`config.mk`:
```
export PLATFORM = sky130hd
export DESIGN_NAME = static_memory_cycle_timing
export DESIGN_NICKNAME = d
export VERILOG_FILES = /design/src/common/smc_timing_pkg.sv /design/src/rtl/static_memory_cycle_timing.sv
export SDC_FILE = /design/constraint.sdc
export NUM_CORES = 2
export LEC_CHECK = 0
export BUFFER_PORTS_ARGS = -buffer_cell sky130_fd_sc_hd__buf_2
export CELL_PAD_IN_SITES_DETAIL_PLACEMENT = 0
export CELL_PAD_IN_SITES_GLOBAL_PLACEMENT = 1
export CORE_ASPECT_RATIO = 0.7
export CORE_MARGIN = 8
export CORE_UTILIZATION = 30
export CTS_BUF_LIST = sky130_fd_sc_hd__clkbuf_16
export DETAILED_ROUTE_END_ITERATION = 12
export PLACE_DENSITY_LB_ADDON = 0.08
export REMOVE_ABC_BUFFERS = 1
export SETUP_SLACK_MARGIN = 0.05
export SYNTH_ARGS = -nofsm -noshare
export SYNTH_HDL_FRONTEND = slang
export SYNTH_SLANG_ARGS = --single-unit
```
`constraint.sdc`:
```
create_clock -name mclk -period 10.4 [get_ports mclk]
set_input_delay 0 -clock mclk [delete_from_list [all_inputs] [get_ports mclk]]
set_output_delay 0 -clock mclk [all_outputs]
set_load 0.01 [all_outputs]
```
`src/common/smc_timing_pkg.sv`:
```
// Constants, carrier types and code decoders for the static memory cycle timing block.
// Assumes one master clock domain and an AHB-Lite register port of 32-bit words.
package smc_timing_pkg;

	// Register map: one 16-byte group per chip select, status word after them
	localparam logic [3:0] SETUP_OFS = 4'h0;
	localparam logic [3:0] PULSE_OFS = 4'h4;
	localparam logic [3:0] CYCLE_OFS = 4'h8;
	localparam logic [3:0] MODE_OFS = 4'hC;
	localparam logic [7:0] STATUS_ADDR = 8'h80;

	// Reset values
	localparam logic [31:0] SETUP_RESET = 32'h00000000;
	localparam logic [31:0] PULSE_RESET = 32'h01010101;
	localparam logic [31:0] CYCLE_RESET = 32'h00030003;
	localparam logic [31:0] MODE_RESET = 32'h00000003;

	// Field positions inside setup and pulse words
	localparam int WE_LSB = 0;
	localparam int CS_WR_LSB = 8;
	localparam int RD_LSB = 16;
	localparam int CS_RD_LSB = 24;
	// Field positions inside cycle and mode words
	localparam int WR_CYCLE_LSB = 0;
	localparam int RD_CYCLE_LSB = 16;
	localparam int READ_MODE_BIT = 0;
	localparam int WRITE_MODE_BIT = 1;
	localparam int BYTE_WRITE_BIT = 8;
	localparam int WIDTH_LSB = 12;

	// Data bus width codes
	localparam logic [1:0] WIDTH_8 = 2'h0;
	localparam logic [1:0] WIDTH_16 = 2'h1;

	// Cycle counter width, enough for the largest cycle code (895)
	localparam int CW = 10;

	typedef enum logic [1:0] {IDLE, ACTIVE, EXTRA} state_type;

	// Timing of the access in flight, latched when it starts
	typedef struct packed {
		logic [CW-1:0] st_setup;
		logic [CW-1:0] st_pulse;
		logic [CW-1:0] cs_setup;
		logic [CW-1:0] cs_pulse;
		logic [CW-1:0] total;
		logic [CW-1:0] ctl_on;
		logic [CW-1:0] ctl_last;
		logic extra;
	} phase_type;

	// One access request from the system side
	typedef struct packed {
		logic write;
		logic [2:0] cs;
		logic [25:0] addr;
		logic [31:0] wdata;
		logic [3:0] be;
		logic [1:0] width;
		logic byte_write;
	} access_type;

	// Setup code: bit 5 weighs 128
	function automatic logic [CW-1:0] setup_cycles(input logic [5:0] code);
		setup_cycles = {2'h0, code[5], 2'h0, code[4:0]};
	endfunction

	// Pulse code: bit 6 weighs 256
	function automatic logic [CW-1:0] pulse_cycles(input logic [6:0] code);
		pulse_cycles = {1'h0, code[6], 2'h0, code[5:0]};
	endfunction

	// Cycle code: bits 8:7 weigh 256
	function automatic logic [CW-1:0] cycle_cycles(input logic [8:0] code);
		cycle_cycles = {code[8:7], 1'h0, code[6:0]};
	endfunction

endpackage

```
`src/rtl/static_memory_cycle_timing.sv`:
```
// Timing generator of a static memory controller: strobe and chip-select waveforms per chip select.
// Assumes accesses arrive on mclk, registers are reached over AHB-Lite, memory data input is asynchronous.
//
// Chosen here: the register offsets and the AHB-Lite register port.
`timescale 1ns/1ps
`default_nettype none

module static_memory_cycle_timing #(
	parameter int NUM_CS = 6 // Number of chip selects
) (
	input wire logic mclk, // Master clock, 200 MHz
	input wire logic rst, // Synchronous reset, active high
	input wire logic hsel, // AHB slave select
	input wire logic [31:0] haddr, // AHB address
	input wire logic [1:0] htrans, // AHB transfer type
	input wire logic hwrite, // AHB write
	input wire logic [2:0] hsize, // AHB size, word only
	input wire logic [31:0] hwdata, // AHB write data
	input wire logic hready, // AHB bus ready
	output logic [31:0] hrdata, // AHB read data
	output logic hreadyout, // AHB slave ready
	output logic hresp, // AHB response, always OKAY
	input wire logic req_valid, // Access request
	input wire logic req_write, // Access is a write
	input wire logic [2:0] req_cs, // Chip select index
	input wire logic [25:0] req_addr, // Byte address in the chip select space
	input wire logic [31:0] req_wdata, // Write data
	input wire logic [3:0] req_be, // Byte enables
	output logic req_ready, // Request taken at this edge when valid
	output logic rd_valid, // One-cycle pulse with read data
	output logic [31:0] rd_data, // Captured read data
	output logic [25:0] mem_addr, // Memory address bus
	output logic [NUM_CS-1:0] chip_select_low, // Chip selects, active low
	output logic read_strobe_low, // Read strobe, active low
	output logic write_strobe_low, // Write strobe, active low
	output logic [3:0] byte_write_strobe_low, // Per-byte write strobes, active low
	output logic [3:0] byte_select_low, // Byte selects, active low
	output logic [31:0] mem_dout, // Data to memory
	output logic mem_doe_n, // Data output enable, low while driving
	input wire logic [31:0] mem_din // Data from memory, asynchronous
);

	// Programming words, one group per chip select
	logic [31:0] setup_reg [NUM_CS];
	logic [31:0] pulse_reg [NUM_CS];
	logic [31:0] cycle_reg [NUM_CS];
	logic [31:0] mode_reg [NUM_CS];

	logic wr_pend_reg;
	logic [7:0] wr_addr_reg;
	logic [31:0] hrdata_reg;
	logic hreadyout_reg;

	smc_timing_pkg::state_type state_reg, state_next;
	logic [smc_timing_pkg::CW-1:0] cnt_reg, cnt_next;
	smc_timing_pkg::phase_type tim_reg, tim_next;
	smc_timing_pkg::access_type acc_reg, acc_next;
	logic ready_reg, ready_next;
	logic take;
	logic last;

	logic [31:0] din_meta_reg, din_sync_reg;
	logic [31:0] rd_data_reg;
	logic rd_valid_reg;
	logic [1:0] cap_pipe_reg;

	logic [25:0] addr_reg, addr_next;
	logic [NUM_CS-1:0] cs_low_reg, cs_low_next;
	logic rd_low_reg, rd_low_next;
	logic we_low_reg, we_low_next;
	logic [3:0] bw_low_reg, bw_low_next;
	logic [3:0] bs_low_reg, bs_low_next;
	logic [31:0] dout_reg, dout_next;
	logic doe_n_reg, doe_n_next;

	// Word offset in a group and the group's chip select
	function automatic logic [31:0] reg_word(input logic [7:0] a, input logic [31:0] s,
		input logic [31:0] p, input logic [31:0] c, input logic [31:0] m);
		case (a[3:0])
			smc_timing_pkg::SETUP_OFS: reg_word = s;
			smc_timing_pkg::PULSE_OFS: reg_word = p;
			smc_timing_pkg::CYCLE_OFS: reg_word = c;
			smc_timing_pkg::MODE_OFS: reg_word = m;
			default: reg_word = 32'h00000000;
		endcase
	endfunction

	// Cycle t inside a window in cycles: [from, from+len)
	function automatic logic in_window(input logic [smc_timing_pkg::CW-1:0] t,
		input logic [smc_timing_pkg::CW-1:0] from, input logic [smc_timing_pkg::CW-1:0] len);
		in_window = (t >= from) && (t < from + len);
	endfunction

	// AHB address phase capture; slave never stalls, so hreadyout is high from the second cycle after reset
	always_ff @(posedge mclk)
	begin
		if (rst)
		begin
			wr_pend_reg <= 1'b0;
			wr_addr_reg <= 8'h00;
			hreadyout_reg <= 1'b0;
		end
		else
		begin
			hreadyout_reg <= 1'b1;
			wr_pend_reg <= hsel && hready && htrans[1] && hwrite;
			wr_addr_reg <= haddr[7:0];
		end
	end

	// Read data is fetched in the address phase; a read right after a write to the same word sees the old value
	always_ff @(posedge mclk)
	begin
		if (rst)
			hrdata_reg <= 32'h00000000;
		else if (hsel && hready && htrans[1] && !hwrite)
		begin
			if (haddr[7:0] == smc_timing_pkg::STATUS_ADDR)
				hrdata_reg <= {24'h000000, acc_reg.write, acc_reg.cs, 2'h0, state_reg};
			else if (haddr[7:4] < 4'(NUM_CS))
				hrdata_reg <= reg_word(haddr[7:0], setup_reg[haddr[6:4]], pulse_reg[haddr[6:4]],
					cycle_reg[haddr[6:4]], mode_reg[haddr[6:4]]);
			else
				hrdata_reg <= 32'h00000000;
		end
	end

	// Register writes in the data phase; unmapped offsets are ignored
	genvar g;
	generate
		for (g = 0; g < NUM_CS; g++)
		begin : grp
			always_ff @(posedge mclk)
			begin
				if (rst)
				begin
					setup_reg[g] <= smc_timing_pkg::SETUP_RESET;
					pulse_reg[g] <= smc_timing_pkg::PULSE_RESET;
					cycle_reg[g] <= smc_timing_pkg::CYCLE_RESET;
					mode_reg[g] <= smc_timing_pkg::MODE_RESET;
				end
				else if (wr_pend_reg && wr_addr_reg[7:4] == 4'(g))
				begin
					case (wr_addr_reg[3:0])
						smc_timing_pkg::SETUP_OFS: setup_reg[g] <= hwdata;
						smc_timing_pkg::PULSE_OFS: pulse_reg[g] <= hwdata;
						smc_timing_pkg::CYCLE_OFS: cycle_reg[g] <= hwdata;
						smc_timing_pkg::MODE_OFS: mode_reg[g] <= hwdata;
						default: ;
					endcase
				end
			end
		end
	endgenerate

	assign take = req_valid && ready_reg;
	assign last = (cnt_reg + 10'h001 >= tim_reg.total);

	// Decode the request's timing; values are frozen for the whole access
	always_comb
	begin
		logic [31:0] s, p, c, m;
		logic rmode, wmode;
		logic [smc_timing_pkg::CW-1:0] hold;
		s = setup_reg[req_cs];
		p = pulse_reg[req_cs];
		c = cycle_reg[req_cs];
		m = mode_reg[req_cs];
		rmode = m[smc_timing_pkg::READ_MODE_BIT];
		wmode = m[smc_timing_pkg::WRITE_MODE_BIT];
		hold = 10'h000;
		tim_next = tim_reg;
		acc_next = acc_reg;
		if (take)
		begin
			acc_next = '{req_write, req_cs, req_addr, req_wdata, req_be,
				m[smc_timing_pkg::WIDTH_LSB +: 2], m[smc_timing_pkg::BYTE_WRITE_BIT]};
			if (req_write)
			begin
				// Write strobe and write chip-select phases
				tim_next.st_setup = smc_timing_pkg::setup_cycles(s[smc_timing_pkg::WE_LSB +: 6]);
				tim_next.st_pulse = smc_timing_pkg::pulse_cycles(p[smc_timing_pkg::WE_LSB +: 7]);
				tim_next.cs_setup = smc_timing_pkg::setup_cycles(s[smc_timing_pkg::CS_WR_LSB +: 6]);
				tim_next.cs_pulse = smc_timing_pkg::pulse_cycles(p[smc_timing_pkg::CS_WR_LSB +: 7]);
				tim_next.total = smc_timing_pkg::cycle_cycles(c[smc_timing_pkg::WR_CYCLE_LSB +: 9]);
				// Data drive starts at the end of the controlling setup
				tim_next.ctl_on = wmode ? tim_next.st_setup : tim_next.cs_setup;
				tim_next.ctl_last = tim_next.total;
				hold = tim_next.total - tim_next.st_setup - tim_next.st_pulse;
				tim_next.extra = wmode && (hold == 10'h000);
			end
			else
			begin
				// Read strobe and read chip-select phases
				tim_next.st_setup = smc_timing_pkg::setup_cycles(s[smc_timing_pkg::RD_LSB +: 6]);
				tim_next.st_pulse = smc_timing_pkg::pulse_cycles(p[smc_timing_pkg::RD_LSB +: 7]);
				tim_next.cs_setup = smc_timing_pkg::setup_cycles(s[smc_timing_pkg::CS_RD_LSB +: 6]);
				tim_next.cs_pulse = smc_timing_pkg::pulse_cycles(p[smc_timing_pkg::CS_RD_LSB +: 7]);
				tim_next.total = smc_timing_pkg::cycle_cycles(c[smc_timing_pkg::RD_CYCLE_LSB +: 9]);
				tim_next.ctl_on = tim_next.total;
				// Sample point is picked by read mode alone, no edge comparison
				tim_next.ctl_last = rmode ? (tim_next.st_setup + tim_next.st_pulse - 10'h001)
					: (tim_next.cs_setup + tim_next.cs_pulse - 10'h001);
				tim_next.extra = 1'b0;
			end
		end
	end

	// Sequencer: a new access may start right after the last cycle, with no gap
	always_comb
	begin
		state_next = state_reg;
		cnt_next = cnt_reg;
		case (state_reg)
			smc_timing_pkg::IDLE:
			begin
				if (take)
				begin
					state_next = smc_timing_pkg::ACTIVE;
					cnt_next = 10'h000;
				end
			end
			smc_timing_pkg::ACTIVE:
			begin
				if (last && tim_reg.extra)
					state_next = smc_timing_pkg::EXTRA;
				else if (last && take)
					cnt_next = 10'h000;
				else if (last)
					state_next = smc_timing_pkg::IDLE;
				else
					cnt_next = cnt_reg + 10'h001;
			end
			smc_timing_pkg::EXTRA:
			begin
				state_next = take ? smc_timing_pkg::ACTIVE : smc_timing_pkg::IDLE;
				cnt_next = 10'h000;
			end
			default:
			begin
				state_next = smc_timing_pkg::IDLE;
				cnt_next = 10'h000;
			end
		endcase
		// Ready during the final cycle so that back-to-back accesses abut
		ready_next = (state_next == smc_timing_pkg::IDLE) || (state_next == smc_timing_pkg::EXTRA)
			|| (cnt_next + 10'h001 >= tim_next.total && !tim_next.extra);
	end

	// Pin values for the coming cycle, registered so every pin comes from a flop
	always_comb
	begin
		logic st_on, cs_on;
		st_on = in_window(cnt_next, tim_next.st_setup, tim_next.st_pulse);
		cs_on = in_window(cnt_next, tim_next.cs_setup, tim_next.cs_pulse);
		addr_next = addr_reg;
		cs_low_next = '1;
		rd_low_next = 1'b1;
		we_low_next = 1'b1;
		bw_low_next = 4'hF;
		bs_low_next = 4'hF;
		dout_next = dout_reg;
		doe_n_next = 1'b1;
		case (state_next)
			smc_timing_pkg::ACTIVE:
			begin
				// Word address plus low bits for narrow devices
				if (acc_next.width == smc_timing_pkg::WIDTH_8)
					addr_next = acc_next.addr;
				else if (acc_next.width == smc_timing_pkg::WIDTH_16)
					addr_next = {acc_next.addr[25:1], 1'b0};
				else
					addr_next = {acc_next.addr[25:2], 2'h0};
				cs_low_next[acc_next.cs] = !cs_on;
				bs_low_next = acc_next.byte_write ? 4'hF : ~acc_next.be;
				if (acc_next.write)
				begin
					// Per-byte strobes share the write strobe waveform
					if (acc_next.byte_write)
						bw_low_next = ~(acc_next.be & {4{st_on}});
					else
						we_low_next = !st_on;
					dout_next = acc_next.wdata;
					doe_n_next = !(cnt_next >= tim_next.ctl_on);
				end
				else
					rd_low_next = !st_on;
			end
			smc_timing_pkg::EXTRA:
			begin
				// Strobe is up; address, selects and chip select hold one more cycle
				cs_low_next[acc_next.cs] = 1'b0;
				bs_low_next = acc_next.byte_write ? 4'hF : ~acc_next.be;
				doe_n_next = 1'b0;
			end
			default: ;
		endcase
	end

	// Sequencer and latched access state
	always_ff @(posedge mclk)
	begin
		if (rst)
		begin
			state_reg <= smc_timing_pkg::IDLE;
			cnt_reg <= 10'h000;
			tim_reg <= '0;
			acc_reg <= '0;
			ready_reg <= 1'b0;
		end
		else
		begin
			state_reg <= state_next;
			cnt_reg <= cnt_next;
			tim_reg <= tim_next;
			acc_reg <= acc_next;
			ready_reg <= ready_next;
		end
	end

	// Memory pins; idle level is all strobes and selects high
	always_ff @(posedge mclk)
	begin
		if (rst)
		begin
			addr_reg <= 26'h0000000;
			cs_low_reg <= '1;
			rd_low_reg <= 1'b1;
			we_low_reg <= 1'b1;
			bw_low_reg <= 4'hF;
			bs_low_reg <= 4'hF;
			dout_reg <= 32'h00000000;
			doe_n_reg <= 1'b1;
		end
		else
		begin
			addr_reg <= addr_next;
			cs_low_reg <= cs_low_next;
			rd_low_reg <= rd_low_next;
			we_low_reg <= we_low_next;
			bw_low_reg <= bw_low_next;
			bs_low_reg <= bs_low_next;
			dout_reg <= dout_next;
			doe_n_reg <= doe_n_next;
		end
	end

	// Two-flop synchroniser on the data pins; adds two cycles of latency to read data
	always_ff @(posedge mclk)
	begin
		if (rst)
		begin
			din_meta_reg <= 32'h00000000;
			din_sync_reg <= 32'h00000000;
		end
		else
		begin
			din_meta_reg <= mem_din;
			din_sync_reg <= din_meta_reg;
		end
	end

	// Pins are sampled on the edge that raises the controlling signal
	// The mark waits two cycles so the synchronised copy of that very sample is kept
	always_ff @(posedge mclk)
	begin
		if (rst)
		begin
			cap_pipe_reg <= 2'h0;
			rd_data_reg <= 32'h00000000;
			rd_valid_reg <= 1'b0;
		end
		else
		begin
			cap_pipe_reg <= {cap_pipe_reg[0],
				state_reg == smc_timing_pkg::ACTIVE && !acc_reg.write && cnt_reg == tim_reg.ctl_last};
			rd_valid_reg <= cap_pipe_reg[1];
			if (cap_pipe_reg[1])
				rd_data_reg <= din_sync_reg;
		end
	end

	assign hrdata = hrdata_reg;
	assign hreadyout = hreadyout_reg;
	assign hresp = 1'b0;
	assign req_ready = ready_reg;
	assign rd_valid = rd_valid_reg;
	assign rd_data = rd_data_reg;
	assign mem_addr = addr_reg;
	assign chip_select_low = cs_low_reg;
	assign read_strobe_low = rd_low_reg;
	assign write_strobe_low = we_low_reg;
	assign byte_write_strobe_low = bw_low_reg;
	assign byte_select_low = bs_low_reg;
	assign mem_dout = dout_reg;
	assign mem_doe_n = doe_n_reg;

endmodule

`default_nettype wire

```
==> impl_metrics.json <==
{
  "yosys-top-cells-area": "edfxtp_1, dfxtp_1, and2_1, mux4_2, mux2i_1",
  "vias": 37700,
  "maxSlewHeadroom_pct": 23.4,
  "critPathTopFamily": "compound AO/OA/AOI/OAI gates",
  "rsz0062_at_grt": "no",
  "fillers": 17800,
  "htreeDepth": 4,
  "clock-root-buffer": "clkbuf_16",
  "post_cts_buffers": 0,
  "period_share_pct": 62.5,
  "viasPerCell": 4.97,
  "worstPathCellList": "mux4_2, o21ai_0, nor2_1, a21oi_1, nor2_1, a21oi_1, inv_1, ha_1, a21o_1, a21oi_1, o21bai_1, a21oi_1, o21bai_1, a21o_1, and4_1, nor3_1, ha_1, a2111oi_0, o21ai_0, a31oi_1, o21ai_0, nor3_1, o22ai_1",
  "netlist_area_sq_um": 54900,
  "hold_path_class": "in2reg",
  "ys_types": 68,
  "critPathArrivalTime_ps": 7110,
  "tightest_slew_ps": 1140,
  "synth_top_area_cell": "edfxtp_1",
  "fin_skew_ps": 25.1,
  "drive_gt1_share_pct": 16.9,
  "syn_to_final_growth_pct": 20.1,
  "grt-ovfl-total": 0,
  "clock_latency_ps": 780,
  "p_leak_uw": 0.0246,
  "floorplan.initialDensity_pct": 30.2,
  "finalSetupTns_ps": 0,
  "status": "completed",
  "ys_seq_area_share_pct": 55.4,
  "drt-initial-drc-count": 3529,
  "grt_pass1_wl_um": 292000,
  "cap_violations": 0,
  "cts_num_sinks": 1137,
  "port_buffers": 286,
  "hold_violations": 0,
  "critPathMaxStageDelay_ps": 750,
  "grt_antenna_before_repair": 27,
  "synth_top_cell_area_share_pct": 42.0,
  "cts_buffers": 134,
  "synth-edff-count": 768,
  "crit_type": "reg2reg",
  "worst-r2r-cell-count": 23,
  "fmax_mhz": 154,
  "synth_flop_cell": "edfxtp_1",
  "cp_common_cell": "a21oi_1",
  "period_minus_slack_ps": 6500,
  "crit_slowest_cell": "nor3_1",
  "grt_pass1_vias": 37300,
  "grt_usage_pct": 20.5,
  "min_from": "req_wdata[11]",
  "ys_seq_elements": 1137,
  "slew_viol_final": 0,
  "hold_ws_ps": 52.1,
  "gp_congestion": 0.780,
  "cts_buffer_depth": 3,
  "r2r_end": "chip_select_low[0]",
  "ioPinCount": 316,
  "first_pass_iters": 5,
  "end_kind": "register",
  "synth.avg_cell_area_sq_um": 11.9,
  "die_y_um": 374,
  "path_clk_slew_ps": 70,
  "critPathLaunchType": "register",
  "r2r_slack_ps": 3900,
  "setup_viol": 0,
  "hpwl_um": 127000,
  "min_to": "acc_reg[18]",
  "wl_per_cell_um": 27.4,
  "r2r_start": "setup_reg[0][25]",
  "cp.required_ps": 11010,
  "async_flop_share_pct": 0,
  "p_per_area_nw_per_um2": 176,
  "drc": 0,
  "drt_wl_total_um": 208000,
  "utilization_pct": 36.2,
  "die_w_um": 527,
  "whs_path_depth": 4,
  "nets": 5319,
  "grt_start_max_net_pins": 79,
  "ir_worst_vdd_mv": 0.175,
  "cts_tree": "built",
  "rows": 131,
  "core-area_sq_um": 182000,
  "die_area_sq_um": 197000,
  "netlist_instances": 4606,
  "fin_ws_ps": 3900,
  "crit_fanout": 6,
  "place_ws_ps": 3440,
  "ant_nets": 0,
  "cp.buffers_inverters": 1,
  "yosysWarnings": 0
}
==> layout make-up <==
type / count / area [sq um] / share of cell area [%]
flip-flops and latches: 1137 / 30500 / 46.2
multi-input cells: 3013 / 23200 / 35.2
repair buffers: 636 / 4720 / 7.15
clock buffers: 140 / 3500 / 5.31
well taps: 2460 / 3080 / 4.67
clock inverters: 96 / 631 / 0.956
inverters: 85 / 322 / 0.488
diodes: 16 / 40.0 / 0.0607
==> per-layer routing <==
metal / GRT usage [%] / wire, um / vias up
li1: - / - / 17400
met1: 30.9 / 101000 / 19000
met2: 30.2 / 87600 / 1086
met3: 4.50 / 15300 / 217
met4: 4.08 / 3710 / 2
met5: 0 / 11 / -
==> worst max-delay path by stage <==
stage / to / start / depth (start not counted) / slack, ps
after floorplan: chip_select_low[0] / req_ready / 16 / 3390
final: chip_select_low[0] / setup_reg[0][25] / 23 / 3900
after detailed placement: chip_select_low[2] / req_cs[0] / 22 / 3440
after global routing: chip_select_low[0] / setup_reg[0][25] / 23 / 3430
after CTS: chip_select_low[4] / setup_reg[0][25] / 23 / 3800
after global placement: chip_select_low[4] / req_cs[0] / 22 / 3420
==> cells in the mapped netlist, types with 8 or more instances <==
cell type,n
buf_2,21
and2_1,743
mux2_2,11
a31oi_1,13
or3_1,61
dfxtp_1,369
nor4_1,10
buf_1,37
nor3_1,22
and3_1,14
inv_1,84
a21oi_1,109
xor2_1,24
ha_1,130
o22ai_1,71
nand3_1,31
nor2b_1,85
o21a_1,13
a211oi_1,72
o211ai_1,26
mux2i_1,302
o221ai_1,8
clkbuf_1,306
o21ai_0,280
nor2_1,299
xnor2_1,35
nand2_1,309
fa_1,9
o21bai_1,10
edfxtp_1,768
a21o_1,23
mux4_2,203
nand2b_1,19
==> stage by stage <==
stage	cells	total power, uW	area [sq um]
after floorplan	4235	6280	53500
after global placement	7095	7090	59400
after detailed placement	7095	7090	59400
after CTS	7567	11800	65900
after global routing	7568	12100	65900
final	7583	11600	65900
==> what timing repair did <==
item                                   4_1_cts  5_1_grt
gates resized for setup                      0        0
hold buffers                               236        0
endpoints found under the hold margin     1036        0
==> power by group <==
group / total (uW) / internal (uW) / switching, uW
Clock: 4570 / 2580 / 1990
Combinational: 1850 / 691 / 1160
Sequential: 5200 / 5090 / 111
==> cell families (layout without fill, tap and decap cells) <==
logic type	Yosys count	after routing	share of synthesized area, %
simple gates	1627	1627	15.7
flops	1137	1137	55.4
compound gates	670	670	7.30
mux	517	517	14.1
buf+inv	456	957	3.22
fa+ha+maj	139	139	3.29
xor+xnor	59	59	0.941
other cells	1	17	0.00683
==> worst register-to-register path: stages (launching register included) <==
cell and delay (ps):
edfxtp_1 380, mux4_2 450, o21ai_0 660, nor2_1 80
a21oi_1 220, nor2_1 70, a21oi_1 230, inv_1 120
ha_1 280, a21o_1 150, a21oi_1 410, o21bai_1 170
a21oi_1 330, o21bai_1 130, a21o_1 230, and4_1 200
nor3_1 240, ha_1 300, a2111oi_0 360, o21ai_0 150
a31oi_1 160, o21ai_0 100, nor3_1 750, o22ai_1 160
==> placed cells by master (no fill, tap or decap), types with 18 or more instances in the layout <==
cell | netlist | final
buf_2 | 21 | 279
a21o_1 | 23 | 23
dlygate4sd3_1 | 0 | 236
edfxtp_1 | 768 | 768
o22ai_1 | 71 | 71
o21ai_4 | 0 | 24
nor3_1 | 22 | 22
buf_4 | 6 | 114
clkbuf_16 | 0 | 140
nand2b_1 | 19 | 18
a211oi_1 | 72 | 71
o211ai_1 | 26 | 26
ha_1 | 130 | 129
inv_1 | 84 | 116
dfxtp_1 | 369 | 368
o21ai_0 | 280 | 254
a21oi_1 | 109 | 109
xor2_1 | 24 | 24
nand2_1 | 309 | 307
nand3_1 | 31 | 30
nor2_4 | 1 | 25
mux2i_1 | 302 | 302
mux4_2 | 203 | 203
nor2_1 | 299 | 274
clkinv_1 | 0 | 28
xnor2_1 | 35 | 35
and2_1 | 743 | 742
nor2b_1 | 85 | 84
or3_1 | 61 | 61
No activity file was read; power rests on OpenSTA's default activity.
